[src/hw/psr_pkg.sv]
`default_nettype none
package psr_pkg;
  // register encodings {op0,op1,crn,crm,op2}
  localparam logic [15:0] ENC_CTL1  = 16'hC4C8;
  localparam logic [15:0] ENC_ICNT  = 16'hC4CA;
  localparam logic [15:0] ENC_IRLD  = 16'hC4CB;
  localparam logic [15:0] ENC_FCTL  = 16'hC4CC;
  localparam logic [15:0] ENC_EVF   = 16'hC4CD;
  localparam logic [15:0] ENC_LATF  = 16'hC4CE;
  localparam logic [15:0] ENC_SID   = 16'hC4CF;
  localparam logic [15:0] ENC_LIM   = 16'hC4D0;
  localparam logic [15:0] ENC_PTR   = 16'hC4D1;
  localparam logic [15:0] ENC_SYN   = 16'hC4D3;
  localparam logic [15:0] ENC_BID   = 16'hC4D7;
  localparam logic [15:0] ENC_CTL2  = 16'hE4C8;
  localparam logic [15:0] ENC_CTL12 = 16'hECC8;
  // field positions
  localparam int CTL_USER   = 0;
  localparam int CTL_KERN   = 1;
  localparam int LIM_EN     = 0;
  localparam int LIM_LSB    = 12;
  localparam int SYN_EC_LSB = 26;
  localparam int SYN_LOST   = 19;
  localparam int SYN_EA     = 18;
  localparam int SYN_STOP   = 17;
  localparam int BID_FLAGS  = 5;
  localparam int BID_PROHIB = 4;
  // syndrome codes and levels
  localparam logic [5:0] CLASS_OTHER = 6'h00;
  localparam logic [5:0] CLASS_S1ABT = 6'h24;
  localparam logic [5:0] BSC_NONE    = 6'h00;
  localparam logic [5:0] BSC_FULL    = 6'h01;
  localparam logic [1:0] EL_USER     = 2'h0;
  localparam logic [1:0] EL_KERN     = 2'h1;
  localparam logic [1:0] EL_HYP      = 2'h2;
  localparam logic [63:0] REG_RST    = 64'h0;
  localparam logic [63:0] WORD_BYTES = 64'h8;

  typedef struct packed {
    logic        wr;
    logic [15:0] enc;
    logic [63:0] wdata;
  } psr_sreq_t;

  typedef struct packed {
    logic [63:0] addr;
    logic [63:0] data;
    logic [1:0]  share;
  } psr_mreq_t;

  typedef enum logic [2:0] {
    BAR_IDLE  = 3'h1,
    BAR_DRAIN = 3'h2,
    BAR_DONE  = 3'h4
  } psr_bar_t;
endpackage
`default_nettype wire

[src/hw/psr_rec_wr.sv]
`timescale 1ns/100ps
`default_nettype none
module psr_rec_wr
  import psr_pkg::*;
#(
  parameter int WORDS = 4
) (
  input  wire logic        mclk,
  input  wire logic        resetn,
  input  wire logic        start,
  input  wire logic        kill,
  input  wire logic [63:0] base,
  input  wire logic [63:0] info,
  input  wire logic [1:0]  share,
  output logic             mem_valid,
  input  wire logic        mem_ready,
  output psr_mreq_t        mem_req,
  input  wire logic        resp_valid,
  input  wire logic        resp_abort,
  output logic             busy,
  output logic             idle,
  output logic             done,
  output logic [63:0]      next_ptr,
  output logic             abort,
  output logic [63:0]      abort_addr
);
  localparam int IW = $clog2(WORDS) + 1;
  localparam logic [IW-1:0] LAST = IW'(WORDS - 1);
  logic [IW-1:0] idx_r;
  logic [7:0]    outst_r;
  logic [63:0]   addr_r, data_r, raddr_r;
  logic [1:0]    share_r;
  logic          busy_r, acc;

  assign acc = busy_r & mem_ready;

  // word issue; one record at a time
  always_ff @(posedge mclk) begin
    if (!resetn) begin
      busy_r <= 1'b0;
      idx_r <= '0;
      addr_r <= REG_RST;
      data_r <= REG_RST;
      share_r <= '0;
    end else if (kill) begin
      busy_r <= 1'b0;
    end else if (start & ~busy_r) begin
      busy_r <= 1'b1;
      idx_r <= '0;
      addr_r <= base;
      data_r <= info;
      share_r <= share;
    end else if (acc) begin
      busy_r <= (idx_r != LAST);
      idx_r <= idx_r + 1'b1;
      addr_r <= addr_r + WORD_BYTES;
      data_r <= 64'(idx_r + 1'b1); // word index as filler
    end
  end

  // outstanding writes; responses come back in order
  always_ff @(posedge mclk) begin
    if (!resetn) begin
      outst_r <= '0;
      raddr_r <= REG_RST;
    end else begin
      outst_r <= outst_r + 8'(acc) - 8'(resp_valid);
      if (start & ~busy_r & (outst_r == '0)) raddr_r <= base;
      else if (resp_valid) raddr_r <= raddr_r + WORD_BYTES;
    end
  end

  assign mem_valid  = busy_r;
  assign mem_req    = '{addr: addr_r, data: data_r, share: share_r};
  assign busy       = busy_r;
  assign idle       = ~busy_r & (outst_r == '0);
  assign done       = acc & (idx_r == LAST);
  assign next_ptr   = addr_r + WORD_BYTES;
  assign abort      = resp_valid & resp_abort;
  assign abort_addr = raddr_r;
endmodule
`default_nettype wire

[src/hw/psr_shadow.sv]
`timescale 1ns/100ps
`default_nettype none
module psr_shadow
  import psr_pkg::*;
#(
  parameter int W = 8
) (
  input  wire logic         mclk,
  input  wire logic         resetn,
  input  wire logic         ctx_sync,
  input  wire logic [W-1:0] live,
  output logic      [W-1:0] view
);
  logic [W-1:0] view_r;

  // copy taken only at context sync; stale until then
  always_ff @(posedge mclk) begin
    if (!resetn) begin
      view_r <= '0;
    end else if (ctx_sync) begin
      view_r <= live;
    end
  end

  assign view = view_r;
endmodule
`default_nettype wire

[src/hw/psr_top.sv]
`timescale 1ns/100ps
`default_nettype none
module psr_top
  import psr_pkg::*;
#(
  parameter int          REC_WORDS   = 4,
  parameter logic        EXT_PRESENT = 1'b1,
  parameter logic        FLAG_UPDATE = 1'b1,
  parameter logic [3:0]  ALIGN       = 4'h3,
  parameter logic        LOST_EVENT  = 1'b1,
  parameter logic [63:0] SAMPLE_ID   = 64'h0
) (
  input  wire logic        mclk,
  input  wire logic        resetn,
  input  wire logic        sr_valid,
  input  wire psr_sreq_t   sr_req,
  output logic             sr_rvalid,
  output logic [63:0]      sr_rdata,
  output logic             sr_undef,
  input  wire logic [1:0]  cur_el,
  input  wire logic [1:0]  owner_el,
  input  wire logic        op_valid,
  input  wire logic [63:0] op_info,
  output logic             op_sampled,
  output logic             prof_enabled,
  input  wire logic        ctx_sync,
  input  wire logic        pbar_req,
  output logic             pbar_done,
  input  wire logic        dbar_req,
  output logic             dbar_done,
  input  wire logic        core_mem_idle,
  input  wire logic [1:0]  core_share,
  output logic             mem_valid,
  input  wire logic        mem_ready,
  output psr_mreq_t        mem_req,
  input  wire logic        mem_resp_valid,
  input  wire logic        mem_resp_abort
);
  localparam logic [63:0] REC_BYTES = 64'(REC_WORDS) * WORD_BYTES;

  logic [63:0] ctl1_r, ctl2_r, icnt_r, irld_r, fctl_r, evf_r, latf_r;
  logic [63:0] lim_r, ptr_r, syn_r, ptr_view_r, syn_view_r;
  logic [64:0] sh_live, sh_view;
  logic [63:0] bid_c, rd_c, nxt_ptr, abt_addr;
  logic        known_c, ro_c, undef_c, wr_ok;
  logic        wr_ptr, wr_syn, lvl_en, samp_en, sel;
  logic        sh_en, full_c, start_rec, ev_full, ev_lost;
  logic        wr_busy, wr_idle, wr_done, wr_abort;
  logic        csync_seen_r, ind_blk_r, abt_evt;
  psr_bar_t    bar_r;

  // buffer id: flags bit, prohibited bit, alignment
  function automatic logic [63:0] bid_val(input logic [1:0] cel,
                                          input logic [1:0] oel);
    bid_val = REG_RST;
    bid_val[BID_FLAGS] = FLAG_UPDATE;
    bid_val[BID_PROHIB] = (oel > cel);
    bid_val[3:0] = ALIGN;
  endfunction

  assign bid_c = bid_val(cur_el, owner_el);

  // decode; every access here is undefined at user level
  always_comb begin
    known_c = 1'b1;
    ro_c = 1'b0;
    rd_c = REG_RST;
    case (sr_req.enc)
      ENC_CTL1, ENC_CTL12: rd_c = ctl1_r;
      ENC_CTL2:  rd_c = ctl2_r;
      ENC_ICNT:  rd_c = icnt_r;
      ENC_IRLD:  rd_c = irld_r;
      ENC_FCTL:  rd_c = fctl_r;
      ENC_EVF:   rd_c = evf_r;
      ENC_LATF:  rd_c = latf_r;
      ENC_LIM:   rd_c = lim_r;
      ENC_PTR:   rd_c = ptr_view_r;
      ENC_SYN:   rd_c = syn_view_r;
      ENC_SID: begin
        rd_c = SAMPLE_ID; // arbitrary value
        ro_c = 1'b1;
      end
      ENC_BID: begin
        rd_c = bid_c;
        ro_c = 1'b1;
      end
      default: known_c = 1'b0;
    endcase
  end

  // undefined: unknown, user level, absent, or write to read-only
  assign undef_c = ~known_c | (cur_el == EL_USER) | ~EXT_PRESENT
                 | (ro_c & sr_req.wr);
  assign wr_ok  = sr_valid & sr_req.wr & ~undef_c;
  assign wr_ptr = wr_ok & (sr_req.enc == ENC_PTR);
  assign wr_syn = wr_ok & (sr_req.enc == ENC_SYN);

  // answer one cycle after the request
  always_ff @(posedge mclk) begin
    if (!resetn) begin
      sr_rvalid <= 1'b0;
      sr_undef <= 1'b0;
      sr_rdata <= REG_RST;
    end else begin
      sr_rvalid <= sr_valid;
      sr_undef <= sr_valid & undef_c;
      sr_rdata <= (sr_valid & ~sr_req.wr & ~undef_c) ? rd_c : REG_RST;
    end
  end

  // plain read-write registers; enable bit cleared at reset
  always_ff @(posedge mclk) begin
    if (!resetn) begin
      ctl1_r <= REG_RST;
      ctl2_r <= REG_RST;
      irld_r <= REG_RST;
      fctl_r <= REG_RST;
      evf_r <= REG_RST;
      latf_r <= REG_RST;
      lim_r <= REG_RST;
    end else if (wr_ok) begin
      case (sr_req.enc)
        ENC_CTL1, ENC_CTL12: ctl1_r <= sr_req.wdata;
        ENC_CTL2: ctl2_r <= sr_req.wdata;
        ENC_IRLD: irld_r <= sr_req.wdata;
        ENC_FCTL: fctl_r <= sr_req.wdata;
        ENC_EVF:  evf_r <= sr_req.wdata;
        ENC_LATF: latf_r <= sr_req.wdata;
        ENC_LIM:  lim_r <= sr_req.wdata;
        default: ;
      endcase
    end
  end

  // enables read live, as the instruction's own read
  always_comb begin
    lvl_en = 1'b0;
    case (cur_el)
      EL_USER: lvl_en = ctl1_r[CTL_USER] | ctl2_r[CTL_USER];
      EL_KERN: lvl_en = ctl1_r[CTL_KERN];
      EL_HYP:  lvl_en = ctl2_r[CTL_KERN];
      default: lvl_en = 1'b0;
    endcase
  end

  // owner below current level forces off
  assign samp_en = EXT_PRESENT & lvl_en & ~(owner_el < cur_el)
                 & lim_r[LIM_EN] & ~syn_r[SYN_STOP];
  assign prof_enabled = samp_en;
  assign sel = op_valid & samp_en & (icnt_r == REG_RST);
  assign op_sampled = sel;

  // interval counter; a software write beats the count
  always_ff @(posedge mclk) begin
    if (!resetn) begin
      icnt_r <= REG_RST;
    end else if (wr_ok & (sr_req.enc == ENC_ICNT)) begin
      icnt_r <= sr_req.wdata;
    end else if (op_valid & samp_en) begin
      icnt_r <= (icnt_r == REG_RST) ? irld_r : icnt_r - 64'h1;
    end
  end

  // writer sees limit and stop bit only as of the last context sync
  assign sh_live = {syn_r[SYN_STOP], lim_r};

  psr_shadow #(.W(65)) u_shadow (
    .mclk     (mclk),
    .resetn   (resetn),
    .ctx_sync (ctx_sync),
    .live     (sh_live),
    .view     (sh_view)
  );

  assign sh_en  = sh_view[LIM_EN] & ~sh_view[64];
  assign full_c = (ptr_r + REC_BYTES)
                > {sh_view[63:LIM_LSB], {LIM_LSB{1'b0}}};
  // stale view says disabled: drop the record
  assign ev_lost = sel & ~sh_en & LOST_EVENT;
  assign ev_full = sel & sh_en & full_c;
  // hold records back while core traffic before a data barrier drains
  assign start_rec = sel & sh_en & ~full_c & ~wr_busy
                   & (~dbar_req | core_mem_idle);

  psr_rec_wr #(.WORDS(REC_WORDS)) u_wr (
    .mclk       (mclk),
    .resetn     (resetn),
    .start      (start_rec),
    .kill       (wr_abort),
    .base       (ptr_r),
    .info       (op_info),
    .share      (core_share),
    .mem_valid  (mem_valid),
    .mem_ready  (mem_ready),
    .mem_req    (mem_req),
    .resp_valid (mem_resp_valid),
    .resp_abort (mem_resp_abort),
    .busy       (wr_busy),
    .idle       (wr_idle),
    .done       (wr_done),
    .next_ptr   (nxt_ptr),
    .abort      (wr_abort),
    .abort_addr (abt_addr)
  );

  // first abort only; later responses of a stopped record must not move the pointer
  assign abt_evt = wr_abort & ~ind_blk_r & ~syn_r[SYN_STOP];
  // pointer: hardware updates apply unless a later direct write is protected
  always_ff @(posedge mclk) begin
    if (!resetn) begin
      ptr_r <= REG_RST;
    end else if (abt_evt) begin
      ptr_r <= abt_addr;
    end else if (wr_done & ~ind_blk_r) begin
      ptr_r <= nxt_ptr;
    end else if (wr_ptr) begin
      ptr_r <= sr_req.wdata;
    end
  end

  // syndrome: event set beats a same-cycle software write
  always_ff @(posedge mclk) begin
    if (!resetn) begin
      syn_r <= REG_RST;
    end else begin
      if (wr_syn) syn_r <= sr_req.wdata;
      if (abt_evt) begin
        syn_r[SYN_STOP] <= 1'b1;
        syn_r[SYN_EA] <= 1'b1;
        syn_r[SYN_EC_LSB +: 6] <= CLASS_S1ABT;
      end else if (ev_lost) begin
        syn_r[SYN_STOP] <= 1'b1;
        syn_r[SYN_LOST] <= 1'b1;
        syn_r[SYN_EC_LSB +: 6] <= CLASS_OTHER;
        syn_r[5:0] <= BSC_NONE;
      end else if (ev_full) begin
        syn_r[SYN_STOP] <= 1'b1;
        syn_r[SYN_EC_LSB +: 6] <= CLASS_OTHER;
        syn_r[5:0] <= BSC_FULL;
      end
    end
  end

  // read views refresh at context sync, which overrides a same-cycle own write; other own writes show at once
  always_ff @(posedge mclk) begin
    if (!resetn) begin
      ptr_view_r <= REG_RST;
      syn_view_r <= REG_RST;
    end else begin
      if (ctx_sync) ptr_view_r <= ptr_r;
      else if (wr_ptr) ptr_view_r <= sr_req.wdata;
      if (ctx_sync) syn_view_r <= syn_r;
      else if (wr_syn) syn_view_r <= sr_req.wdata;
    end
  end

  // direct write after a non-draining barrier locks out older updates
  always_ff @(posedge mclk) begin
    if (!resetn) begin
      ind_blk_r <= 1'b0;
    end else if (wr_idle) begin
      ind_blk_r <= 1'b0;
    end else if ((wr_ptr | wr_syn) & (bar_r == BAR_DONE)) begin
      ind_blk_r <= 1'b1;
    end
  end

  // remembers a context sync since the last barrier
  always_ff @(posedge mclk) begin
    if (!resetn) begin
      csync_seen_r <= 1'b0;
    end else if (ctx_sync) begin
      csync_seen_r <= 1'b1;
    end else if (pbar_req & (bar_r == BAR_IDLE)) begin
      csync_seen_r <= 1'b0;
    end
  end

  // profiling barrier sequencing
  always_ff @(posedge mclk) begin
    if (!resetn) begin
      bar_r <= BAR_IDLE;
    end else begin
      unique case (bar_r)
        BAR_IDLE: if (pbar_req) begin
          bar_r <= csync_seen_r ? BAR_DRAIN : BAR_DONE;
        end
        BAR_DRAIN: if (wr_idle) begin
          bar_r <= BAR_DONE;
        end
        BAR_DONE: begin
          bar_r <= BAR_IDLE;
        end
        default: bar_r <= BAR_IDLE;
      endcase
    end
  end

  assign pbar_done = (bar_r == BAR_DONE);
  // no record may be outstanding when a data barrier retires
  assign dbar_done = dbar_req & wr_idle & core_mem_idle;
endmodule
`default_nettype wire

[config.mk]
export PLATFORM = sky130hd
export DESIGN_NAME = psr_top
export DESIGN_NICKNAME = d
export VERILOG_FILES = /design/src/hw/psr_pkg.sv /design/src/hw/psr_rec_wr.sv /design/src/hw/psr_shadow.sv /design/src/hw/psr_top.sv
export SDC_FILE = /design/constraint.sdc
export NUM_CORES = 2
export LEC_CHECK = 0
export BUFFER_PORTS_ARGS = -buffer_cell sky130_fd_sc_hd__buf_4
export CORE_ASPECT_RATIO = 1.1
export CORE_UTILIZATION = 57
export CTS_BUF_LIST = sky130_fd_sc_hd__clkbuf_8
export DETAILED_ROUTE_END_ITERATION = 8
export PLACE_DENSITY = 0.85
export SLEW_MARGIN = 20
export SYNTH_ARGS = -nofsm -noshare
export SYNTH_HDL_FRONTEND = slang
export SYNTH_SLANG_ARGS = --single-unit
export TNS_END_PERCENT = 100
[constraint.sdc]
create_clock -name mclk -period 5.6 [get_ports mclk]
set_input_delay 1.68 -clock mclk [delete_from_list [all_inputs] [get_ports mclk]]
set_output_delay 1.68 -clock mclk [all_outputs]
set_load 0.02 [all_outputs]
Word-level counts from Yosys, hierarchy flattened
Index checks and enable logic that the tools add are counted.
{"block": "classes", "addsub": 8, "order_cmp": 3, "eq_ne": 22, "muxes": 42, "bitwise": 52, "n_reduce_logical": 29}
{"cell": "64-bit two-way mux", "n": 15}
{"cell": "64-bit case mux with 11 select lines", "n": 1}
{"cell": "16-bit equality test (second input constant)", "n": 13}
{"cell": "64-bit by 4-bit adder with 64-bit output (second input constant)", "n": 2}
{"cell": "64-bit by 6-bit adder with 64-bit output (second input constant)", "n": 1}
{"cell": "64-bit greater-than comparator", "n": 1}
{"cell": "64-bit zero test", "n": 1}
{"cell": "64-bit by 1-bit subtractor with 64-bit output (second input constant)", "n": 1}
{"cell": "6-bit two-way mux", "n": 6}
{"cell": "1-bit AND", "n": 34}
{"cell": "32-bit two-way mux", "n": 1}
{"cell": "2-bit AND reduction", "n": 11}
{"cell": "3-bit two-way mux", "n": 5}
{"cell": "2-bit nonzero test", "n": 7}
{"cell": "1-bit NOT", "n": 13}
{"cell": "13-bit OR reduction", "n": 1}
{"cell": "1-bit two-way mux", "n": 12}
{"cell": "8-bit by 1-bit adder with 8-bit output", "n": 1}
{"cell": "8-bit zero test", "n": 1}
{"cell": "2-bit OR reduction", "n": 4}
{"cell": "8-bit by 1-bit subtractor with 8-bit output", "n": 1}
{"cell": "3-bit by 2-bit equality test with 1-bit output (second input constant)", "n": 2}
{"cell": "3-bit case mux with 2 select lines", "n": 1}
{"cell": "1-bit OR", "n": 5}
{"cell": "other kinds (15)", "n": 16}
{"block": "word_totals", "regBits": 1110, "input_bits": 162, "word_cells": 186}

Depth between registers and ports, before layout
{"block": "depth", "ltp_word": 14, "depth_mapped": 22, "ltp_nobuf": 17}

By module
From an unflattened synthesis, not the netlist that was laid out.
{"block": "unflattened", "cells_unflattened": 6592, "hier_area_um2": 51958.6}
{"mod": "psr_top", "n_inst": 1, "cells_each": 4965, "area_each_um2": 38306.7, "seq_area_each_um2": 16796.1}
{"mod": "psr_rec_wr", "n_inst": 1, "cells_each": 1418, "area_each_um2": 11146.9, "seq_area_each_um2": 4124.0}
{"mod": "psr_shadow", "n_inst": 1, "cells_each": 209, "area_each_um2": 2504.9, "seq_area_each_um2": 1301.2}

Least setup slack after synthesis
No wires, ideal clock.
{"block": "synth_path", "path_type": "register to register", "startpoint": "reg ptr_r[11]", "endpoint": "reg u_wr.addr_r[40]", "arrival_time_ns": 5.147, "t_required_ns": 5.477, "slack_ns": 0.330, "path_stages_with_launch": 23, "path_buffers": 5, "period_less_slack_ns": 5.270, "path_cell_list": "dfxtp_1 -> buf_2 -> and4_1 -> nand4_1 -> nor4_1 -> and3_1 -> nor2b_1 -> and3_1 -> clkbuf_1 -> nand3_1 -> xnor2_1 -> ha_1 -> nand4_2 -> or4_4 -> or2_1 -> nor3_2 -> and3_1 -> buf_2 -> nor2_4 -> buf_4 -> buf_2 -> a21oi_1 -> o22ai_1"}
{"block": "synth_between", "elab_chain_len": 9, "word_cells_on_any_way": 10}
{"item": "from (decl)", "line": "psr_top.sv:42", "text": "logic [63:0] lim_r, ptr_r, syn_r, ptr_view_r, syn_view_r;"}
{"item": "from (signal assigned)", "line": "psr_top.sv:213", "text": "ptr_r <= abt_addr;"}
{"item": "from (signal assigned)", "line": "psr_top.sv:215", "text": "ptr_r <= nxt_ptr;"}
{"item": "from (signal assigned)", "line": "psr_top.sv:217", "text": "ptr_r <= sr_req.wdata;"}
{"item": "64-bit by 6-bit adder with 64-bit output (*)", "line": "psr_top.sv:176", "text": "assign full_c = (ptr_r + REC_BYTES)"}
{"item": "64-bit greater-than comparator (*)", "line": "psr_top.sv:177", "text": "> {sh_view[63:LIM_LSB], {LIM_LSB{1'b0}}};"}
{"item": "1-bit NOT (*)", "line": "psr_top.sv:182", "text": "assign start_rec = sel & sh_en & ~full_c & ~wr_busy"}
{"item": "1-bit AND (*) (2 in a row)", "line": "psr_top.sv:182"}
{"item": "1-bit AND (*)", "line": "psr_top.sv:183", "text": "& (~dbar_req | core_mem_idle);"}
{"item": "1-bit AND (*)", "line": "psr_rec_wr.sv:47", "text": "end else if (start & ~busy_r) begin"}
{"item": "2-bit nonzero test (no line)"}
{"item": "2-bit AND reduction (no line)"}
{"item": "to (signal assigned)", "line": "psr_rec_wr.sv:50", "text": "addr_r <= base;"}
{"item": "to (signal assigned)", "line": "psr_rec_wr.sv:56", "text": "addr_r <= addr_r + WORD_BYTES;"}
{"item": "to (decl)", "line": "psr_rec_wr.sv:31", "text": "logic [63:0] addr_r, data_r, raddr_r;"}
Mark *: on every way between the ends. The rest lies on a longest branch, timed or not.
A chain may end at the register's enable or synchronous reset.

Worst setup path after layout
{"block": "layout_path", "startpoint": "reg ptr_r[13]", "endpoint": "reg u_wr.raddr_r[59], in the netlist u_wr.abort_addr[59]"}
{"block": "layout_between", "elab_chain_len": 9, "word_cells_on_any_way": 10}
{"item": "64-bit by 6-bit adder with 64-bit output (*)", "line": "psr_top.sv:176"}
{"item": "64-bit greater-than comparator (*)", "line": "psr_top.sv:177"}
{"item": "1-bit NOT (*)", "line": "psr_top.sv:182"}
{"item": "1-bit AND (*) (2 in a row)", "line": "psr_top.sv:182"}
{"item": "1-bit AND (*)", "line": "psr_top.sv:183"}
{"item": "1-bit AND (*) (2 in a row)", "line": "psr_rec_wr.sv:68", "text": "if (start & ~busy_r & (outst_r == '0)) raddr_r <= base;"}
{"item": "64-bit two-way mux / 2-bit nonzero test (equally long branches)"}
{"item": "to (signal assigned)", "line": "psr_rec_wr.sv:68"}
{"item": "to (signal assigned)", "line": "psr_rec_wr.sv:69", "text": "else if (resp_valid) raddr_r <= raddr_r + WORD_BYTES;"}
{"item": "to (decl)", "line": "psr_rec_wr.sv:31"}
Marked as above.

==> impl_metrics.py <==
metrics = {
    "outcome": {
        "status": "finished with violations",
        "violations": "design-rule violations",
    },
    "critical_path": {
        "cp_cell_sequence": "and4_1 > nand4_1 > buf_4 > nor2_1 > and4_2 > nor2b_1 > and3_2 > nand2_1 > xnor2_1 > ha_1 > nand4_2 > or4_4 > or2_1 > o311a_4 > and2_4 > a21o_1 > buf_12 > or4_1 > a31oi_1",
        "rr_worst_depth": 19,
        "end_kind": "register",
        "startpoint": "ptr_r[13]$_SDFFE_PN0P_",
        "cp.arrival_ps": 6270,
        "crit_path_max_fanout": 25,
        "critical_path_class": "reg2reg",
        "worst_setup_path_start_kind": "register",
        "slowest_delay_ps": 640,
        "crit_required_ps": 6410,
        "timing.rr.end": "u_wr.abort_addr[59]$_SDFFE_PN0P_",
        "r2r_slack_ps": 140,
        "slowest_stage": "or4_4",
        "r2r-start": "ptr_r[13]$_SDFFE_PN0P_",
    },
    "synthesis": {
        "ys_ff_latch": 1099,
        "syn_area_um2": 52490,
        "synthArstFlopShare_pct": 0,
        "synth_nets": 7167,
        "synth_area_per_cell_um2": 7.571,
        "synth_edf_count": 0,
        "synth_ff_type": "dfxtp_1",
        "synth_cell_types": 97,
        "yosys_warnings": 0,
        "yosysSeqAreaShare_pct": 41.91,
        "synthCells": 6933,
    },
    "worst_hold_path": {
        "min_from": "syn_r[36]$_SDFFE_PN0P_",
        "holdPathStages": 2,
        "hold_class": "reg2reg",
        "hold_end": "syn_r[36]$_SDFFE_PN0P_",
    },
    "grt": {
        "grt_max_degree": 192,
        "grt_util_met3_pct": 9.244,
        "grt_pass1_wl_um": 305500,
        "gr-total-overflow": 0,
        "grt_usage_pct": 41.87,
        "top_usage_layer": "met2",
        "antenna_found_initial": 8,
        "grt_util_met2_pct": 64.27,
        "grt_pass1_vias": 52085,
        "grtUsageMet1_pct": 48.86,
    },
    "placed_design": {
        "post_dp_cell_area_um2": 56450,
        "pre_cts_slack_ps": 147.5,
        "dp_hpwl_um": 134000,
        "gp_congestion": 0.9832,
        "portBuffers": 362,
    },
    "clock_tree": {
        "cts_buffers": 179,
        "cts_max_path_buffers": 3,
        "clk_pin_slew_ps": 60,
        "root_buffer": "clkbuf_8",
        "clkSinkCount": 1099,
        "cts_tree": "yes",
        "h-tree-depth": 4,
        "worst_skew_pair.late_latency_ps": 890,
        "cts_setup_buffers": 0,
    },
    "floorplanning": {
        "die_h_um": 320.3,
        "initial_core_util_pct": 57.59,
        "fp.dieArea_um2": 93310,
        "ioPinCount": 363,
        "rows": 116,
        "fp.coreArea_um2": 91150,
        "die_w_um": 291.3,
    },
    "power": {
        "leakage_nw": 21.33,
        "p_total_mw": 16.44,
        "peakVddDrop_mv": 0.2572,
        "power_density_nw_per_um2": 273.7,
    },
    "timing": {
        "finalHoldViolations": 0,
        "finalWorstSetupSlack_ps": 139.2,
        "slew-limit-headroom_pct": 14.90,
        "fmax_mhz": 183.1,
        "finClkSkew_ps": 34.17,
        "report.final.slew_viol_count": 0,
        "finalSetupViolCount": 0,
        "tns_ps": 0,
        "worst_pin_slew_ps": 1265,
        "min_period_over_period_pct": 97.51,
        "min_period_ps": 5461,
    },
    "final_layout": {
        "area_growth_pct": 14.45,
        "final_cell_mix": "nand2_1, dfxtp_1, a21oi_1",
        "final_area_um2": 60080,
        "nets": 7274,
        "drive_above_1_share_pct": 12.49,
        "finish.utilization_pct": 65.91,
        "final_common_cell": "nand2_1",
    },
    "routing": {
        "drt-vias-per-instance": 6.663,
        "drt-initial-drc-count": 7664,
        "ant_nets": 0,
        "drc": 4,
        "dr.pass1.iters": 9,
        "drt-total-wl_um": 203600,
        "num_vias": 55683,
        "routedWlPerCell_um": 24.36,
    },
    "run": {
        "drv_cap": 0,
    },
}
power breakdown:
| part | switching [mW] | total [mW] | internal, mW | leakage (nW) |
|---|---|---|---|---|
| clock | 3.36 | 7.09 | 3.73 | 2.07 |
| sequential | 0.0940 | 8.03 | 7.93 | 8.89 |
| combinational | 0.888 | 1.32 | 0.436 | 10.4 |
| total | 4.34 | 16.4 | 12.1 | 21.3 |
per-stage QoR:
| step | hold WS (ps) | std cells |
|---|---|---|
| after floorplan | 428.4 | 6933 |
| after global placement | 434.0 | 8039 |
| after detailed placement | 439.8 | 8039 |
| after CTS | 447.7 | 8353 |
| after global routing | 464.2 | 8355 |
| final | 443.8 | 8357 |
how the worst max path moves through the flow:
stage                                                  end  slack [ps]
final                     u_wr.abort_addr[59]$_SDFFE_PN0P_         140
after global routing      u_wr.abort_addr[59]$_SDFFE_PN0P_         -20
after CTS                 u_wr.abort_addr[59]$_SDFFE_PN0P_         100
after detailed placement  u_wr.abort_addr[59]$_SDFFE_PN0P_         150
after global placement    u_wr.abort_addr[59]$_SDFFE_PN0P_         190
after floorplan               u_wr.addr_r[40]$_SDFFE_PN0P_         330
Yosys cell counts, drive strengths merged, types with 22 or more instances:
| cell | number | area share, % |
|---|---|---|
| dfxtp | 1099 | 42 |
| nand4 | 78 | 0.98 |
| buf | 116 | 1.1 |
| a221oi | 69 | 1.2 |
| or3 | 31 | 0.37 |
| nand2 | 1722 | 12 |
| nand3 | 186 | 1.8 |
| a211oi | 96 | 1.4 |
| o22ai | 60 | 0.72 |
| o21ai | 262 | 2.5 |
| a31oi | 170 | 2.1 |
| a222oi | 61 | 1.2 |
| a311oi | 68 | 1.1 |
| ha | 71 | 1.7 |
| inv | 102 | 0.73 |
| a22oi | 43 | 0.61 |
| nor3 | 145 | 1.5 |
| clkbuf | 509 | 3.6 |
| and2 | 22 | 0.27 |
| a21oi | 863 | 8.2 |
| mux2i | 170 | 3.2 |
| nor4 | 47 | 0.66 |
| o211ai | 32 | 0.46 |
| nor2b | 24 | 0.29 |
| xor2 | 53 | 0.88 |
| and3 | 44 | 0.52 |
| nor2 | 455 | 3.3 |
| xnor2 | 80 | 1.3 |
routing by layer:
| metal | routed length, µm | vias up |
|---|---|---|
| met2 | 88820 | 4075 |
| met5 | 67 | - |
| met4 | 20500 | 10 |
| met3 | 23510 | 1130 |
| li1 | - | 24559 |
| met1 | 70690 | 25909 |
what timing repair did:
item                                    CTS  global route
resized for setup                         0             7
hold buffers                              0             0
endpoints found under the setup margin    0           186
layout make-up:
class,instances,area (µm²)
Antenna cell,4,10.01
Inverter,102,397.9
Clock buffer,223,3069
Clock inverter,91,529.3
Tap cell,1180,1476
Sequential cell,1099,22000
Timing Repair Buffer,551,4716
Fill cell,7549,31070
Multi-Input combinational cell,5107,27880
cells by family after synthesis:
family,Yosys count,share of synthesized area [%]
fa+ha+maj,72,1.731
compound gates,1864,21.71
flops,1099,41.91
simple gates,2868,23.70
xor+xnor,133,2.219
mux,170,3.242
buf+inv,727,5.489
critical path: cells and delay by family (launching register included):
kind	cells	cell delay, ps
buffers and inverters	2	380
flip-flops	1	330
AND/OR/NAND/NOR	12	3470
adder cells (fa/ha/maj)	1	350
XOR/XNOR	1	130
AO/OA/AOI/OAI	3	710
Power figures use the tool's default switching activity.
